===== src/hdl/pdc_pkg.sv =====
// package for the clock conditioning dynamic configuration registers
// assumes a single 125 MHz clock and a synchronous active-high reset
package pdc_pkg;

  // byte offsets, pll space
  localparam logic [7:0] PDC_OFS_REF_FB = 8'h08;
  localparam logic [7:0] PDC_OFS_DIV01 = 8'h10;
  localparam logic [7:0] PDC_OFS_DIV23 = 8'h14;
  localparam logic [7:0] PDC_OFS_CTRL2 = 8'h18;
  localparam logic [7:0] PDC_OFS_PHADJ = 8'h20;
  // byte offsets, dll space
  localparam logic [7:0] PDC_OFS_DLL_CTRL0 = 8'h00;

  // writable bits of each register
  localparam logic [31:0] PDC_MSK_REF_FB = 32'h0000_3F00;
  localparam logic [31:0] PDC_MSK_DIV01 = 32'h7F00_7F38;
  localparam logic [31:0] PDC_MSK_DIV23 = 32'h8000_7F00;
  localparam logic [31:0] PDC_MSK_CTRL2 = 32'h0000_1E00;
  localparam logic [31:0] PDC_MSK_PHADJ = 32'h0000_401F;
  localparam logic [31:0] PDC_MSK_DLL0 = 32'h0000_03FF;

  // field positions
  localparam int PDC_POS_REFDIV = 8;
  localparam int PDC_POS_PHSEL_LO = 0;
  localparam int PDC_POS_PHSEL_HI = 16;
  localparam int PDC_POS_START = 3;
  localparam int PDC_POS_DIV_LO = 8;
  localparam int PDC_POS_DIV_HI = 24;
  localparam int PDC_POS_CASCADE = 31;
  localparam int PDC_POS_LOCK_COUNT_EXPONENT = 9;
  localparam int PDC_POS_SYNC_EN = 0;
  localparam int PDC_POS_EDGE_SYNC = 1;
  localparam int PDC_POS_PHSINIT = 2;
  localparam int PDC_POS_LOADPHS = 14;
  localparam int PDC_POS_PHASE_P = 0;
  localparam int PDC_POS_PHASE_S = 2;
  localparam int PDC_POS_SEL_P = 4;
  localparam int PDC_POS_SEL_S = 6;
  localparam int PDC_POS_REF_SEL = 8;
  localparam int PDC_POS_FB_SEL = 9;

  // reset values of internal state
  localparam logic [5:0] PDC_RST_REFCNT = 6'h00;
  localparam logic [15:0] PDC_RST_LOCK_COUNT_EXPONENT = 16'h0000;

  // dll primary output mode
  typedef enum logic [1:0] {
    PDC_PM_NORMAL = 2'h0,
    PDC_PM_DUMMY = 2'h1,
    PDC_PM_DUTY50 = 2'h2,
    PDC_PM_DUTY50_INV = 2'h3
  } pdc_pmode_t;

  // dll secondary output mode
  typedef enum logic [1:0] {
    PDC_SM_NORMAL = 2'h0,
    PDC_SM_DIV2 = 2'h1,
    PDC_SM_DIV4 = 2'h2,
    PDC_SM_DUTY50 = 2'h3
  } pdc_smode_t;

  // lock detector states
  typedef enum logic [1:0] {
    PDC_LK_HUNT = 2'b01,
    PDC_LK_LOCKED = 2'b10
  } pdc_lock_st_t;

  // settings handed to the pll core
  typedef struct packed {
    logic [5:0] ref_divide_value;
    logic [2:0] out0_start_delay;
    logic [6:0] out0_divide_value;
    logic [6:0] out1_divide_value;
    logic [6:0] out2_divide_value;
    logic out3_cascade_select;
    logic [3:0] lock_count_exponent;
    logic [2:0] out0_initial_phase;
  } pdc_pll_cfg_t;

  // decoded dll settings; phases in units of pi/2
  typedef struct packed {
    logic [2:0] primary_phase;
    logic [2:0] secondary_phase;
    pdc_pmode_t primary_mode;
    pdc_smode_t secondary_mode;
    logic ref_div4;
    logic dll_feedback_path_select;
  } pdc_dll_cfg_t;

  // phase selections reported by the vco
  typedef struct packed {
    logic [2:0] out3_vco_phase_select;
    logic [2:0] out2_vco_phase_select;
    logic [2:0] out1_vco_phase_select;
    logic [2:0] out0_vco_phase_select;
  } pdc_phsel_t;

  // power-up contents of the volatile registers
  typedef struct packed {
    logic [31:0] ref_fb;
    logic [31:0] div01;
    logic [31:0] div23;
    logic [31:0] ctrl2;
    logic [31:0] phadj;
    logic [31:0] dll0;
  } pdc_nv_t;

endpackage


===== src/hdl/pdc_cfg_regs.sv =====
// dynamic configuration registers of the pll and first dll control word
// assumes an apb master via the reconfiguration bridge; ticks synchronous
//
// Operation
// - reference divided by six-bit value feeds detector
// - each divider has read-only vco phase field
// - three-bit start delay for divider 0
// - divider 0 value in div01 bits 14:8
// - divider 1 value in div01 bits 30:24
// - divider 2 value in div23 bits 14:8
// - bit 31 cascades divider 2 into 3
// - lock after 2^count periods since slip
// - phase bit 0 enables the reference divider
// - bit 1 aligns enable to reference edge
// - initial out0 vco phase in bits 4:2
// - bit 14 high-then-low reloads vco phases
// - primary phase decode 0, pi/2, pi, 2pi
// - secondary phase decode pi/2 to 2pi
// - primary output mode decode
// - secondary output mode decode
// - bit 8 selects reference divide by four
// - bit 9 clear gives direct feedback
// - bit 9 set gives inverted feedback delay
// - apb access, power-up from nonvolatile bits
`timescale 1ns/1ps
module pdc_cfg_regs
  import pdc_pkg::*;
(
  input wire logic CLK,
  input wire logic RESET,
  input wire logic PSEL,
  input wire logic PENABLE,
  input wire logic PWRITE,
  input wire logic [7:0] PADDR,
  input wire logic [31:0] PWDATA,
  output logic [31:0] PRDATA,
  output logic PREADY,
  output logic PSLVERR,
  input wire logic CFG_TARGET_DLL,
  input wire pdc_nv_t NV_CFG,
  input wire pdc_phsel_t VCO_PHASE_SEL,
  input wire logic REF_CLK_TICK,
  input wire logic CYCLE_SLIP,
  output pdc_pll_cfg_t PLL_CFG,
  output pdc_dll_cfg_t DLL_CFG,
  output logic PFD_TICK,
  output logic PHASE_LOAD,
  output logic LOCK
);

  typedef struct packed {
    logic [31:0] ref_fb;
    logic [31:0] div01;
    logic [31:0] div23;
    logic [31:0] ctrl2;
    logic [31:0] phadj;
    logic [31:0] dll0;
    logic [31:0] rdata;
    logic slverr;
    logic refdiv_run;
    logic [5:0] refcnt;
    logic pfd;
    logic load;
  } pdc_state_t;

  pdc_state_t st_ff;
  pdc_state_t nxt_st;

  // primary phase in pi/2 units
  function automatic logic [2:0] dec_pphase(input logic [1:0] c);
    case (c)
      2'h0: dec_pphase = 3'h0;
      2'h1: dec_pphase = 3'h1;
      2'h2: dec_pphase = 3'h2;
      default: dec_pphase = 3'h4;
    endcase
  endfunction

  // address decode, 1 when mapped
  function automatic logic mapped(input logic dll, input logic [7:0] a);
    if (dll)
      mapped = (a == PDC_OFS_DLL_CTRL0);
    else
      mapped = (a == PDC_OFS_REF_FB) || (a == PDC_OFS_DIV01) ||
        (a == PDC_OFS_DIV23) || (a == PDC_OFS_CTRL2) ||
        (a == PDC_OFS_PHADJ);
  endfunction

  logic setup;
  logic wr_en;
  logic [31:0] div01_rd;
  logic [31:0] div23_rd;
  logic [31:0] rd_mux;
  logic [5:0] refdiv_eff;
  logic lock_int;

  assign setup = PSEL && !PENABLE;
  assign wr_en = PSEL && PENABLE && PWRITE &&
    mapped(CFG_TARGET_DLL, PADDR);

  assign div01_rd = st_ff.div01 |
    (32'({VCO_PHASE_SEL.out1_vco_phase_select}) << PDC_POS_PHSEL_HI) |
    (32'({VCO_PHASE_SEL.out0_vco_phase_select}) << PDC_POS_PHSEL_LO);
  assign div23_rd = st_ff.div23 |
    (32'({VCO_PHASE_SEL.out3_vco_phase_select}) << PDC_POS_PHSEL_HI) |
    (32'({VCO_PHASE_SEL.out2_vco_phase_select}) << PDC_POS_PHSEL_LO);

  always_comb
  begin
    rd_mux = 32'h0000_0000;
    if (CFG_TARGET_DLL)
    begin
      if (PADDR == PDC_OFS_DLL_CTRL0)
        rd_mux = st_ff.dll0;
    end
    else
    begin
      case (PADDR)
        PDC_OFS_REF_FB: rd_mux = st_ff.ref_fb;
        PDC_OFS_DIV01: rd_mux = div01_rd;
        PDC_OFS_DIV23: rd_mux = div23_rd;
        PDC_OFS_CTRL2: rd_mux = st_ff.ctrl2;
        PDC_OFS_PHADJ: rd_mux = st_ff.phadj;
        default: rd_mux = 32'h0000_0000;
      endcase
    end
  end

  // zero is outside the legal range, treated as one
  assign refdiv_eff = (st_ff.ref_fb[PDC_POS_REFDIV +: 6] == 6'h00) ?
    6'h01 : st_ff.ref_fb[PDC_POS_REFDIV +: 6];

  always_comb
  begin
    nxt_st = st_ff;
    nxt_st.pfd = 1'b0;
    nxt_st.load = 1'b0;
    if (setup)
    begin
      nxt_st.rdata = PWRITE ? 32'h0000_0000 : rd_mux;
      nxt_st.slverr = !mapped(CFG_TARGET_DLL, PADDR);
    end
    if (wr_en)
    begin
      // unwritable bits are masked off
      if (CFG_TARGET_DLL)
        nxt_st.dll0 = PWDATA & PDC_MSK_DLL0;
      else
      begin
        case (PADDR)
          PDC_OFS_REF_FB: nxt_st.ref_fb = PWDATA & PDC_MSK_REF_FB;
          PDC_OFS_DIV01: nxt_st.div01 = PWDATA & PDC_MSK_DIV01;
          PDC_OFS_DIV23: nxt_st.div23 = PWDATA & PDC_MSK_DIV23;
          PDC_OFS_CTRL2: nxt_st.ctrl2 = PWDATA & PDC_MSK_CTRL2;
          PDC_OFS_PHADJ:
          begin
            nxt_st.phadj = PWDATA & PDC_MSK_PHADJ;
            nxt_st.load = st_ff.phadj[PDC_POS_LOADPHS] &&
              !PWDATA[PDC_POS_LOADPHS];
          end
          default: nxt_st.ref_fb = st_ff.ref_fb;
        endcase
      end
    end
    if (!st_ff.phadj[PDC_POS_EDGE_SYNC] || REF_CLK_TICK)
      nxt_st.refdiv_run = st_ff.phadj[PDC_POS_SYNC_EN];
    if (!st_ff.refdiv_run)
    begin
      nxt_st.refcnt = PDC_RST_REFCNT;
      nxt_st.pfd = REF_CLK_TICK;
    end
    else if (REF_CLK_TICK)
    begin
      if (st_ff.refcnt + 6'h01 >= refdiv_eff)
      begin
        nxt_st.refcnt = PDC_RST_REFCNT;
        nxt_st.pfd = 1'b1;
      end
      else
        nxt_st.refcnt = st_ff.refcnt + 6'h01;
    end
  end

  always_ff @(posedge CLK)
  begin
    if (RESET)
    begin
      st_ff.ref_fb <= NV_CFG.ref_fb & PDC_MSK_REF_FB;
      st_ff.div01 <= NV_CFG.div01 & PDC_MSK_DIV01;
      st_ff.div23 <= NV_CFG.div23 & PDC_MSK_DIV23;
      st_ff.ctrl2 <= NV_CFG.ctrl2 & PDC_MSK_CTRL2;
      st_ff.phadj <= NV_CFG.phadj & PDC_MSK_PHADJ;
      st_ff.dll0 <= NV_CFG.dll0 & PDC_MSK_DLL0;
      st_ff.rdata <= 32'h0000_0000;
      st_ff.slverr <= 1'b0;
      st_ff.refdiv_run <= 1'b0;
      st_ff.refcnt <= PDC_RST_REFCNT;
      st_ff.pfd <= 1'b0;
      st_ff.load <= 1'b0;
    end
    else
    begin
      st_ff <= nxt_st;
    end
  end

  assign PREADY = 1'b1;
  assign PRDATA = st_ff.rdata;
  assign PSLVERR = PSEL && PENABLE && st_ff.slverr;
  assign PFD_TICK = st_ff.pfd;
  assign PHASE_LOAD = st_ff.load;

  always_comb
  begin
    PLL_CFG.ref_divide_value = st_ff.ref_fb[PDC_POS_REFDIV +: 6];
    PLL_CFG.out0_start_delay = st_ff.div01[PDC_POS_START +: 3];
    PLL_CFG.out0_divide_value = st_ff.div01[PDC_POS_DIV_LO +: 7];
    PLL_CFG.out1_divide_value = st_ff.div01[PDC_POS_DIV_HI +: 7];
    PLL_CFG.out2_divide_value = st_ff.div23[PDC_POS_DIV_LO +: 7];
    PLL_CFG.out3_cascade_select = st_ff.div23[PDC_POS_CASCADE];
    PLL_CFG.lock_count_exponent = st_ff.ctrl2[PDC_POS_LOCK_COUNT_EXPONENT +: 4];
    PLL_CFG.out0_initial_phase = st_ff.phadj[PDC_POS_PHSINIT +: 3];
    DLL_CFG.primary_phase =
      dec_pphase(st_ff.dll0[PDC_POS_PHASE_P +: 2]);
    DLL_CFG.secondary_phase =
      {1'b0, st_ff.dll0[PDC_POS_PHASE_S +: 2]} + 3'h1;
    DLL_CFG.primary_mode =
      pdc_pmode_t'(st_ff.dll0[PDC_POS_SEL_P +: 2]);
    DLL_CFG.secondary_mode =
      pdc_smode_t'(st_ff.dll0[PDC_POS_SEL_S +: 2]);
    DLL_CFG.ref_div4 = st_ff.dll0[PDC_POS_REF_SEL];
    DLL_CFG.dll_feedback_path_select = st_ff.dll0[PDC_POS_FB_SEL];
  end

  pdc_lock_det u_lock (
    .clk(CLK),
    .reset(RESET),
    .pfd_tick(st_ff.pfd),
    .cycle_slip(CYCLE_SLIP),
    .lock_count_exponent(PLL_CFG.lock_count_exponent),
    .lock(lock_int)
  );

  assign LOCK = lock_int;
endmodule


===== src/hdl/pdc_lock_det.sv =====
// lock detector: counts phase-detector periods since the last slip
// assumes pfd ticks are one-cycle enables on the system clock
`timescale 1ns/1ps
module pdc_lock_det
  import pdc_pkg::*;
(
  input wire logic clk,
  input wire logic reset,
  input wire logic pfd_tick,
  input wire logic cycle_slip,
  input wire logic [3:0] lock_count_exponent,
  output logic lock
);

  typedef struct packed {
    pdc_lock_st_t st;
    logic [15:0] cnt;
  } pdc_lk_state_t;

  pdc_lk_state_t st_ff;
  pdc_lk_state_t nxt_st;
  logic [16:0] target;

  assign target = 17'h0_0001 << lock_count_exponent;

  always_comb
  begin
    nxt_st = st_ff;
    case (st_ff.st)
      PDC_LK_HUNT:
      begin
        if (cycle_slip)
        begin
          nxt_st.cnt = PDC_RST_LOCK_COUNT_EXPONENT;
        end
        else if (pfd_tick)
        begin
          if ({1'b0, st_ff.cnt} + 17'h0_0001 >= target)
          begin
            nxt_st.st = PDC_LK_LOCKED;
          end
          nxt_st.cnt = st_ff.cnt + 16'h0001;
        end
      end
      PDC_LK_LOCKED:
      begin
        if (cycle_slip)
        begin
          nxt_st.st = PDC_LK_HUNT;
          nxt_st.cnt = PDC_RST_LOCK_COUNT_EXPONENT;
        end
      end
      default:
      begin
        nxt_st.st = PDC_LK_HUNT;
        nxt_st.cnt = PDC_RST_LOCK_COUNT_EXPONENT;
      end
    endcase
  end

  always_ff @(posedge clk)
  begin
    if (reset)
    begin
      st_ff.st <= PDC_LK_HUNT;
      st_ff.cnt <= PDC_RST_LOCK_COUNT_EXPONENT;
    end
    else
    begin
      st_ff <= nxt_st;
    end
  end

  assign lock = (st_ff.st == PDC_LK_LOCKED);
endmodule


===== config.mk =====
export PLATFORM = sky130hd
export DESIGN_NAME = pdc_cfg_regs
export DESIGN_NICKNAME = d
export VERILOG_FILES = /design/src/hdl/pdc_pkg.sv /design/src/hdl/pdc_cfg_regs.sv /design/src/hdl/pdc_lock_det.sv
export SDC_FILE = /design/constraint.sdc
export NUM_CORES = 1
export LEC_CHECK = 0
export BUFFER_PORTS_ARGS = -buffer_cell sky130_fd_sc_hd__buf_2
export CAP_MARGIN = 30
export CORE_ASPECT_RATIO = 2
export CORE_MARGIN = 5
export CORE_UTILIZATION = 30
export DETAILED_ROUTE_END_ITERATION = 7
export PLACE_DENSITY = 0.58
export SYNTH_ARGS = -nofsm -noshare
export SYNTH_HDL_FRONTEND = slang
export SYNTH_HIERARCHICAL = 1
export SYNTH_SLANG_ARGS = --single-unit

===== constraint.sdc =====
create_clock -name CLK -period 4.9 [get_ports CLK]
set_clock_uncertainty 0.15 [all_clocks]
set_input_delay 0.98 -clock CLK [delete_from_list [all_inputs] [get_ports CLK]]
set_output_delay 0.98 -clock CLK [all_outputs]
set_load 0.05 [all_outputs]

### Word-level counts from Yosys, hierarchy flattened

Cells that the tools add are included.

* flip-flop bits (word level): 111
* input port bits: 252
* output and inout port bits: 87
* logic and storage cells: 110

* add/subtract/negate cells: 4
* magnitude comparators: 2
* eq/ne operators: 15
* shifts and indexed selects: 1
* mux-type cells: 32
* bitwise gates (word level): 7
* reduce and logical (&&, ||, !) cells: 35

Operators by type and width (count)
* 216-bit 2-to-1 mux: 1
* 174-bit 2-to-1 mux: 1
* 32-bit case mux with 5 select lines: 1
* 142-bit 2-to-1 mux: 1
* 32-bit 2-to-1 mux: 3
* 18-bit 2-to-1 mux: 2
* 18-bit case mux with 2 select lines: 1
* 33-bit 2-to-1 mux: 1
* 32-bit by 19-bit OR with 32-bit output: 1
* 32-bit by 3-bit OR with 32-bit output: 1
* 31-bit 2-to-1 mux: 1
* 31-bit by 19-bit OR with 31-bit output: 1
* 31-bit by 3-bit OR with 31-bit output: 1
* 8-bit by 5-bit equality test with 1-bit output, second input constant: 3
* 10-bit 2-to-1 mux: 2
* 16-bit by 1-bit adder with 17-bit output, second input constant: 1
* 17-bit >= comparator: 1
* 1-bit by 4-bit << shifter with 17-bit output, first input constant: 1
* 16-bit by 1-bit adder with 16-bit output, second input constant: 1
* 16-bit 2-to-1 mux: 1
* 15-bit 2-to-1 mux: 1
* 3-bit AND reduction: 5
* 14-bit 2-to-1 mux: 1
* 7-bit 2-to-1 mux: 2
* other kinds (27): 61

### Longest topological paths before layout

Gate-level depths: netlist of run 1.

* word-level depth: 10
* depth in mapped cells: 12
* mapped depth without buffers: 12

### Hierarchy

Netlist of run 1, hierarchy kept.

By module, submodules not included
* pdc_cfg_regs: times used 1, cells an instance 497, area an instance 4820.9 um^2, seq. area each 2252.2 um^2
* pdc_lock_det: times used 1, cells an instance 199, area an instance 1520.2 um^2, seq. area each 360.3 um^2

### Least setup slack after synthesis of run 1

OpenSTA, ideal clock, no wires.

* path type: input -> register
* start: input port PADDR[2]
* end: register st_ff, in the netlist DLL_CFG[0] (enable)
* library setup time: 0.391 ns
* arrival: 2.576 ns
* required time: 4.359 ns
* path slack: 1.783 ns
* stages on the path: 5
* path through: buf_2 nor4_1 buf_2 nand3_1 o21ai_0

* cells in the longest elaborated chain, start to end: 9
* elaborated cells on any way between the ends: 14
* those cells by class: 5 x eq/ne; 1 x mux; 8 x reduce/logical

Ends and longest elaborated chain
* from (decl): RTL line pdc_cfg_regs.sv:34 `input wire logic [7:0] PADDR,`
* 8-bit by 4-bit equality test with 1-bit output or 8-bit by 5-bit equality test with 1-bit output (tied branches): RTL line pdc_cfg_regs.sv:84 `mapped = (a == PDC_OFS_REF_FB) || (a == PDC_OFS_DIV01) ||`
* 1-bit logical OR (2 in series): RTL line pdc_cfg_regs.sv:84
* 1-bit logical OR (2 in series): RTL line pdc_cfg_regs.sv:85 `(a == PDC_OFS_DIV23) || (a == PDC_OFS_CTRL2) ||`
* 1-bit 2-to-1 mux *: RTL line pdc_cfg_regs.sv:81 `if (dll)`
* 1-bit logical AND *: RTL line pdc_cfg_regs.sv:98 `assign wr_en = PSEL && PENABLE && PWRITE &&`
* 2-bit nonzero test (no line) *
* 2-bit AND reduction (no line) *
* to (signal assigned): RTL line pdc_cfg_regs.sv:203 `st_ff <= nxt_st;`
* to (decl): RTL line pdc_cfg_regs.sv:66 `pdc_state_t st_ff;`

Every way passes the cells marked *; elsewhere a longest branch is shown, timed or not.
A chain may end at the register's enable or synchronous reset.

### Final worst setup path of run 1

* start: register u_lock/st_ff[0] (netlist bit)
* end: register u_lock/st_ff[16] (netlist bit)

* cells in the longest elaborated chain, start to end: 4

Ends and longest elaborated chain
* from (decl): RTL line pdc_lock_det.sv:20 `pdc_lk_state_t st_ff;`
* from (signal assigned): RTL line pdc_lock_det.sv:70 `st_ff <= nxt_st;`
* 16-bit by 1-bit adder with 17-bit output: RTL line pdc_lock_det.sv:38 `if ({1'b0, st_ff.cnt} + 17'h0_0001 >= target)`
* 17-bit >= comparator: RTL line pdc_lock_det.sv:38
* 2-bit by 1-bit != test with 1-bit output (no line)
* 4-bit AND reduction (no line)

Every way passes these cells.

==> out/results.md, run 1 <==
* sum of negative setup slack: 0 ns
* Final Cycle Share: 65.9%
* required time worst endpoint: 5.03 ns
* Total GRT Usage: 15.7%
* dominant register cell in the synthesized netlist: sky130_fd_sc_hd__dfxtp_1
* worst-case vdd ir drop: 0.000193 V
* worst setup path category: reg2reg
* remaining design rule violation count: 0
* antenna violation net count after detailed routing: 0
* Layout area overhead: 15.1%
* gate count of the mapped netlist: 696
* post-CTS setup buffer count: 0
* final number of max-transition violations: 0
* length of the first detailed-routing pass in iterations: 4
* DP HPWL: 15.9 mm
* total cell area at the placement stage: 7010 um2
* number of DRC markers in iteration 0: 232
* final global-route overflow total: 0
* number of placed I/O pins: 339
* register bit count reported by yosys: 105
* clk root buf: sky130_fd_sc_hd__clkbuf_16
* Synth area leaders: sky130_fd_sc_hd__edfxtp_1, sky130_fd_sc_hd__dfxtp_1, sky130_fd_sc_hd__buf_4, sky130_fd_sc_hd__nand2_1, sky130_fd_sc_hd__ha_1
* placeable core region: 20,900 um2
* die footprint: 24,300 um2
* worst-case hold slack: 0.307 ns
* Relative slew margins: 42.1%
* critical path startpoint category: flop
* number of antenna violations at the first check in global routing: 1
* number of unique standard cell types used by synthesis: 62
* Total Nets Final: 1,078
* synthesized area per cell: 9.11 um2
* total non-filler cell area in the finished layout: 7300 um2
* Port Buf Inserts: 181
* setup repair after global routing missed its margin: false
* transition time at the pin with the least slew margin: 0.867 ns
* share of final-layout standard cells stronger than drive strength 1: 29.8%
* share of the yosys chip area belonging to registers: 41.2%
* number of cell instances on the worst register-to-register path: 11
* row cnt: 75
* Clock Sink Count: 105
* worst hold stages: 2
* CTS tree: done
* die span in y: 216 um
* H-tree levels: 3
* outcome: complete, no violations
* pin count of the biggest net entering global routing: 57
* Mapped Area: 6340 um2
* power density of the placed cells: 294 nW/um2
* via count: 5,298
* post-layout minimum cycle time: 3.23 ns
* average via count per standard cell: 4.92
* static power due to leakage: 3.35 nW
* Ys Warns: 6
* number of enable-type register cells in the synthesized netlist: 51
* count of endpoints failing setup in the final report: 0
* clock-pin transition on the worst setup and hold timing paths: 0.07 ns
* wire length of the first global-routing pass: 29.5 mm
* wire length after detailed routing: 19.4 mm
* highest attainable clock frequency: 310 MHz
* Worst EP arrival: 3.36 ns
* cts repair resizes: 0
* max-cap check violation count: 0
* TritonCTS Buffers: 9
* maximum fanout count along the critical path: 6
* final number of hold-violating endpoints: 0
* share of the synthesized area in the top cell type: 24.2%
* initial core utilization: 30.3%
* area leader, netlist: sky130_fd_sc_hd__edfxtp_1
* nature of the critical path endpoint: flop
* width of the chip: 113 um
* proportion of synthesized flip-flops having asynchronous set or reset: 0%
* vias in the first global route: 5,428
* number of buffers inserted for hold repair after clock tree synthesis: 0
* Final Wtd Congestion: 0.885
* Clock Path Buffers: 2
* per-cell routed wire length: 18.1 um
* worst hold-check path type: reg2reg
* Clk Latency, worst-skew pair: 0.35 ns
==> per-stage QoR <==
stage / std cells / power [mW] / utilization [%] / worst slack (ns)
CTS: 1075 / 2.18 / 34.9 / 1.67
detailed placement: 1059 / 1.46 / 33.5 / 1.65
global placement: 1057 / 1.45 / 33.4 / 1.51
global route: 1075 / 2.24 / 34.9 / 1.44
floorplan: 701 / 1.35 / - / 1.78
finish: 1076 / 2.15 / 34.9 / 1.67
==> power breakdown <==
group          switching (mW)  internal, mW
combinational           0.305         0.120
sequential             0.0378         0.971
clock                   0.357         0.355
total                   0.700          1.45
==> cell families (layout without fill, tap and decap cells) <==
kind of cell,Yosys count,in the layout,share of synthesized area [%]
flip-flops,105,105,41.2
AND/OR/NAND/NOR,290,290,23.0
XOR/XNOR,18,18,2.60
multiplexers,24,24,4.08
AO/OA/AOI/OAI,117,117,12.4
buffers and inverters,115,220,11.6
adder cells (fa/ha/maj),25,25,4.93
other,2,8,0.118
==> worst max-delay path: stages (launching register included) <==
cell and delay [ns]:
sky130_fd_sc_hd__dfxtp_1 0.44, sky130_fd_sc_hd__ha_1 0.31, sky130_fd_sc_hd__nand3_1 0.19, sky130_fd_sc_hd__nor2_1 0.28, sky130_fd_sc_hd__and3_1 0.26, sky130_fd_sc_hd__xor2_1 0.18
sky130_fd_sc_hd__ha_1 0.26, sky130_fd_sc_hd__a21oi_1 0.14, sky130_fd_sc_hd__o21ai_0 0.14, sky130_fd_sc_hd__a211o_1 0.34, sky130_fd_sc_hd__o21ai_0 0.29, sky130_fd_sc_hd__a2bb2oi_1 0.17
==> cell usage in the layout (no fill, tap or decap), types with 5 or more instances in the layout <==
| cell | count |
|---|---|
| sky130_fd_sc_hd__nor2b_1 | 12 |
| sky130_fd_sc_hd__and3_1 | 12 |
| sky130_fd_sc_hd__a22o_1 | 5 |
| sky130_fd_sc_hd__dfxtp_1 | 54 |
| sky130_fd_sc_hd__mux2_2 | 15 |
| sky130_fd_sc_hd__o2111ai_1 | 5 |
| sky130_fd_sc_hd__a22oi_1 | 14 |
| sky130_fd_sc_hd__nor2_1 | 45 |
| sky130_fd_sc_hd__xor2_1 | 8 |
| sky130_fd_sc_hd__buf_4 | 8 |
| sky130_fd_sc_hd__mux2i_1 | 9 |
| sky130_fd_sc_hd__clkbuf_16 | 9 |
| sky130_fd_sc_hd__a21o_1 | 6 |
| sky130_fd_sc_hd__xnor2_1 | 9 |
| sky130_fd_sc_hd__inv_1 | 12 |
| sky130_fd_sc_hd__nand2_1 | 129 |
| sky130_fd_sc_hd__edfxtp_1 | 51 |
| sky130_fd_sc_hd__a221o_1 | 6 |
| sky130_fd_sc_hd__ha_1 | 25 |
| sky130_fd_sc_hd__buf_2 | 181 |
| sky130_fd_sc_hd__a21oi_1 | 32 |
| sky130_fd_sc_hd__nor3_1 | 7 |
| sky130_fd_sc_hd__nand2b_1 | 11 |
| sky130_fd_sc_hd__conb_1 | 7 |
| sky130_fd_sc_hd__o21ai_0 | 23 |
| sky130_fd_sc_hd__nand3_1 | 36 |
==> sequential cells by signal, indices dropped and copies added (netlist names) <==
signal	flops
PLL_CFG	38
st_ff	15
PRDATA	26
PHASE_LOAD	1
DLL_CFG	6
u_lock/st_ff	18
PFD_TICK	1
==> Yosys cell counts, drive strengths merged, types with 4 or more instances <==
cell type    n
a21o         6
a21oi       32
a221o        6
a22o         5
a22oi       14
a2bb2oi      4
and3        13
buf         89
clkbuf      13
dfxtp       54
edfxtp      51
ha          25
inv         12
mux2        15
mux2i        9
nand2      129
nand2b      11
nand3       37
nand3b       4
nand4        5
nor2        45
nor2b       12
nor3         9
nor4b        7
o2111ai      5
o211ai       4
o21ai       24
xnor2       10
xor2         8
==> layout make-up <==
| class | instances | area, um2 |
|---|---|---|
| antenna | 1 | 2.50 |
| clock buffer | 9 | 225 |
| inverter | 13 | 48.8 |
| timing repair buffer | 191 | 988 |
| clock inverter | 7 | 62.6 |
| tap | 269 | 337 |
| fill | 2197 | 13600 |
| multi-input combinational | 481 | 3020 |
| sequential | 105 | 2610 |
==> final timing paths <==
| path | slack, ns | endpoint | from |
|---|---|---|---|
| max | 1.67 | u_lock/st_ff[16] | u_lock/st_ff[0] |
| min | 0.31 | PRDATA[16] | PRDATA[16] |
| max reg2reg | 1.67 | u_lock/st_ff[16] | u_lock/st_ff[0] |
| min reg2reg | 0.31 | PRDATA[16] | PRDATA[16] |
==> layer usage <==
layer	up-vias	wire length (um)	track usage (%)
li1	2589	-	-
met1	2494	6960	16.6
met2	179	10400	28.9
met3	34	1470	3.67
met4	2	582	6.82
met5	-	13	0
(Power assumes the default switching activity.)
==> inputs of run 2 (changes only) <==
--- a/config.mk
+++ b/config.mk
@@ -11,7 +11,7 @@
 export CORE_MARGIN = 5
 export CORE_UTILIZATION = 30
 export DETAILED_ROUTE_END_ITERATION = 7
-export PLACE_DENSITY = 0.58
+export PLACE_DENSITY = 0.6
 export SYNTH_ARGS = -nofsm -noshare
 export SYNTH_HDL_FRONTEND = slang
 export SYNTH_HIERARCHICAL = 1
==> constraint.sdc (replaced) <==
create_clock -name CLK -period 2.7 [get_ports CLK]
set_clock_uncertainty 0.15 [all_clocks]
set_input_delay 0.54 -clock CLK [delete_from_list [all_inputs] [get_ports CLK]]
set_output_delay 0.54 -clock CLK [all_outputs]
set_load 0.05 [all_outputs]
==> out/results.md, run 2 (synthesis results as in run 1) <==
* outcome: complete, no violations
* worst hold stages: 2
* Final Cycle Share: 95.4%
* die footprint: 24,300 um2
* Relative slew margins: 66.1%
* most used cells in the layout excluding fill and tap cells: sky130_fd_sc_hd__buf_2, sky130_fd_sc_hd__nand2_1, sky130_fd_sc_hd__buf_4
* Clk Latency, worst-skew pair: 0.36 ns
* transition time at the pin with the least slew margin: 0.509 ns
* initial core utilization: 30.3%
* CP max stage delay: 0.38 ns
* critical path startpoint category: flop
* Clock power frac: 33.1%
* wire length of the first global-routing pass: 31.4 mm
* register-to-register path setup slack: 0.13 ns
* FF-to-FF End: u_lock/st_ff[16]
* final non-filler cell total: 1,127
* nature of the critical path endpoint: flop
* antenna violation net count after detailed routing: 0
* Worst EP arrival: 2.71 ns
* Crit Reg-Reg Startpoint: u_lock/st_ff[5]
* number of placed I/O pins: 339
* proportion of power drawn by flip-flops and latches: 46.1%
* Total Nets Final: 1,129
* average via count per standard cell: 4.92
* commonest non-fill, non-tap cell in the layout: sky130_fd_sc_hd__buf_2
* sequential cell area: 2630 um2
* highest attainable clock frequency: 388 MHz
* length of the first detailed-routing pass in iterations: 5
* via count: 5,546
* share of final-layout standard cells stronger than drive strength 1: 34.9%
* TritonCTS Buffers: 9
* die span in y: 216 um
* Clock Sink Count: 105
* area of the multi-input gates: 3070 um2
* per-cell routed wire length: 18.1 um
* final design utilization: 37.0%
* cell-internal power: 2.73 mW
* max-cap check violation count: 0
* count of endpoints failing setup in the final report: 0
* worst hold-check path type: in2reg
* hold path startpoint: PWDATA[14]
* Total GRT Usage: 16.7%
* number of DRC markers in iteration 0: 216
* number of antenna violations at the first check in global routing: 2
* final global-route overflow total: 0
* Critical Path Slowest Stage Cell: sky130_fd_sc_hd__dfxtp_1
* DP HPWL: 16.6 mm
* clock-pin transition on the worst setup and hold timing paths: 0.07 ns
* wire length after detailed routing: 20.4 mm
* CTS tree: done
* remaining design rule violation count: 0
* Port Buf Inserts: 181
* required time worst endpoint: 2.83 ns
* Final Wtd Congestion: 0.817
* final number of max-transition violations: 0
* worst-case vdd ir drop: 0.000478 V
* total net switching power: 1.24 mW
* row cnt: 75
* final number of hold-violating endpoints: 0
* static power due to leakage: 3.61 nW
* Clock Path Buffers: 2
* post-placement cell count: 1,108
* Layout area overhead: 22.3%
* number of cell instances on the worst register-to-register path: 11
* width of the chip: 113 um
* placeable core region: 20,900 um2
* H-tree levels: 3
* logic gate share of total power: 20.8%
* vias in the first global route: 5,784
* pin count of the biggest net entering global routing: 48
* fill cell count: 2,176
* maximum fanout count along the critical path: 3
* post-layout minimum cycle time: 2.57 ns
* clk root buf: sky130_fd_sc_hd__clkbuf_16
* Hold Crit Endpoint: PHASE_LOAD
* switching part of the total power: 31.2%
* worst setup path category: reg2reg
* flip-flop count of the largest register after layout: 38
* power density of the placed cells: 511 nW/um2
* worst-path cell chain: nand4_4, buf_12, nor3_4, buf_4, xor2_1, ha_1, a21oi_1, o21ai_0, a211o_1, o21ai_2, a2bb2oi_1
run 2: worst max-delay path by stage:
stage                        to             from  slack, ns
2_1_floorplan        DLL_CFG[0]         PADDR[2]       0.02
3_3_place_gp   u_lock/st_ff[16]  u_lock/st_ff[0]      -0.12
3_5_place_dp   u_lock/st_ff[16]  u_lock/st_ff[1]      -0.16
4_1_cts        u_lock/st_ff[16]  u_lock/st_ff[3]      0.003
5_1_grt        u_lock/st_ff[16]  u_lock/st_ff[5]      -0.01
6_report       u_lock/st_ff[16]  u_lock/st_ff[5]       0.13
run 2: critical path, delay by kind of cell, from the launching register on:
kind            cells  cell delay [ns]
buf+inv             2             0.32
compound gates      5             0.86
simple gates        2             0.36
xor+xnor            1             0.15
fa+ha+maj           1             0.26
flops               1             0.38
run 2: through the flow:
stage	setup WS (ns)	hold slack [ns]	cell area (um2)	TNS [ns]	power, mW
6_report	0.125	0.234	7750	0	3.96
2_1_floorplan	0.0230	0.276	6360	0	2.46
5_1_grt	-0.0129	0.236	7750	-0.0150	4.13
3_5_place_dp	-0.160	0.288	7380	-0.310	2.68
3_3_place_gp	-0.120	0.280	7380	-0.231	2.67
4_1_cts	0.00332	0.225	7690	0	4.00
run 2: routing by layer:
layer | share of wire [%] | global-route usage [%] | vias up
met1 | 37 | 17.5 | 2611
met2 | 52 | 30.6 | 199
li1 | - | - | 2696
met5 | 0.034 | 0 | -
met3 | 7.4 | 4.12 | 38
met4 | 3.6 | 7.58 | 2
run 2: repair_timing:
action | in CTS | in global routing
endpoints found under the setup margin | 2 | 2
pin swaps | 3 | 6
gates resized for setup | 8 | 11
hold endpoints to repair | 0 | 0
buffers inserted | 0 | 2
hold buffers | 0 | 0
run 2: cell type report:
class                   instances  area share [%]
well taps                     269            4.34
repair buffers                242            17.9
inverters                      13           0.629
diodes                          1          0.0323
clock buffers                  13            3.10
multi-input cells             481            39.6
clock inverters                 3           0.533
flip-flops and latches        105            33.9
run 2: power by group through the flow:
stage	combinational, mW	clock, mW	sequential [mW]
final	0.823	1.31	1.83
after CTS	0.821	1.35	1.83
after detailed placement	0.812	0	1.86
after floorplan	0.613	0	1.84
after global routing	0.885	1.40	1.84
after global placement	0.804	0	1.86
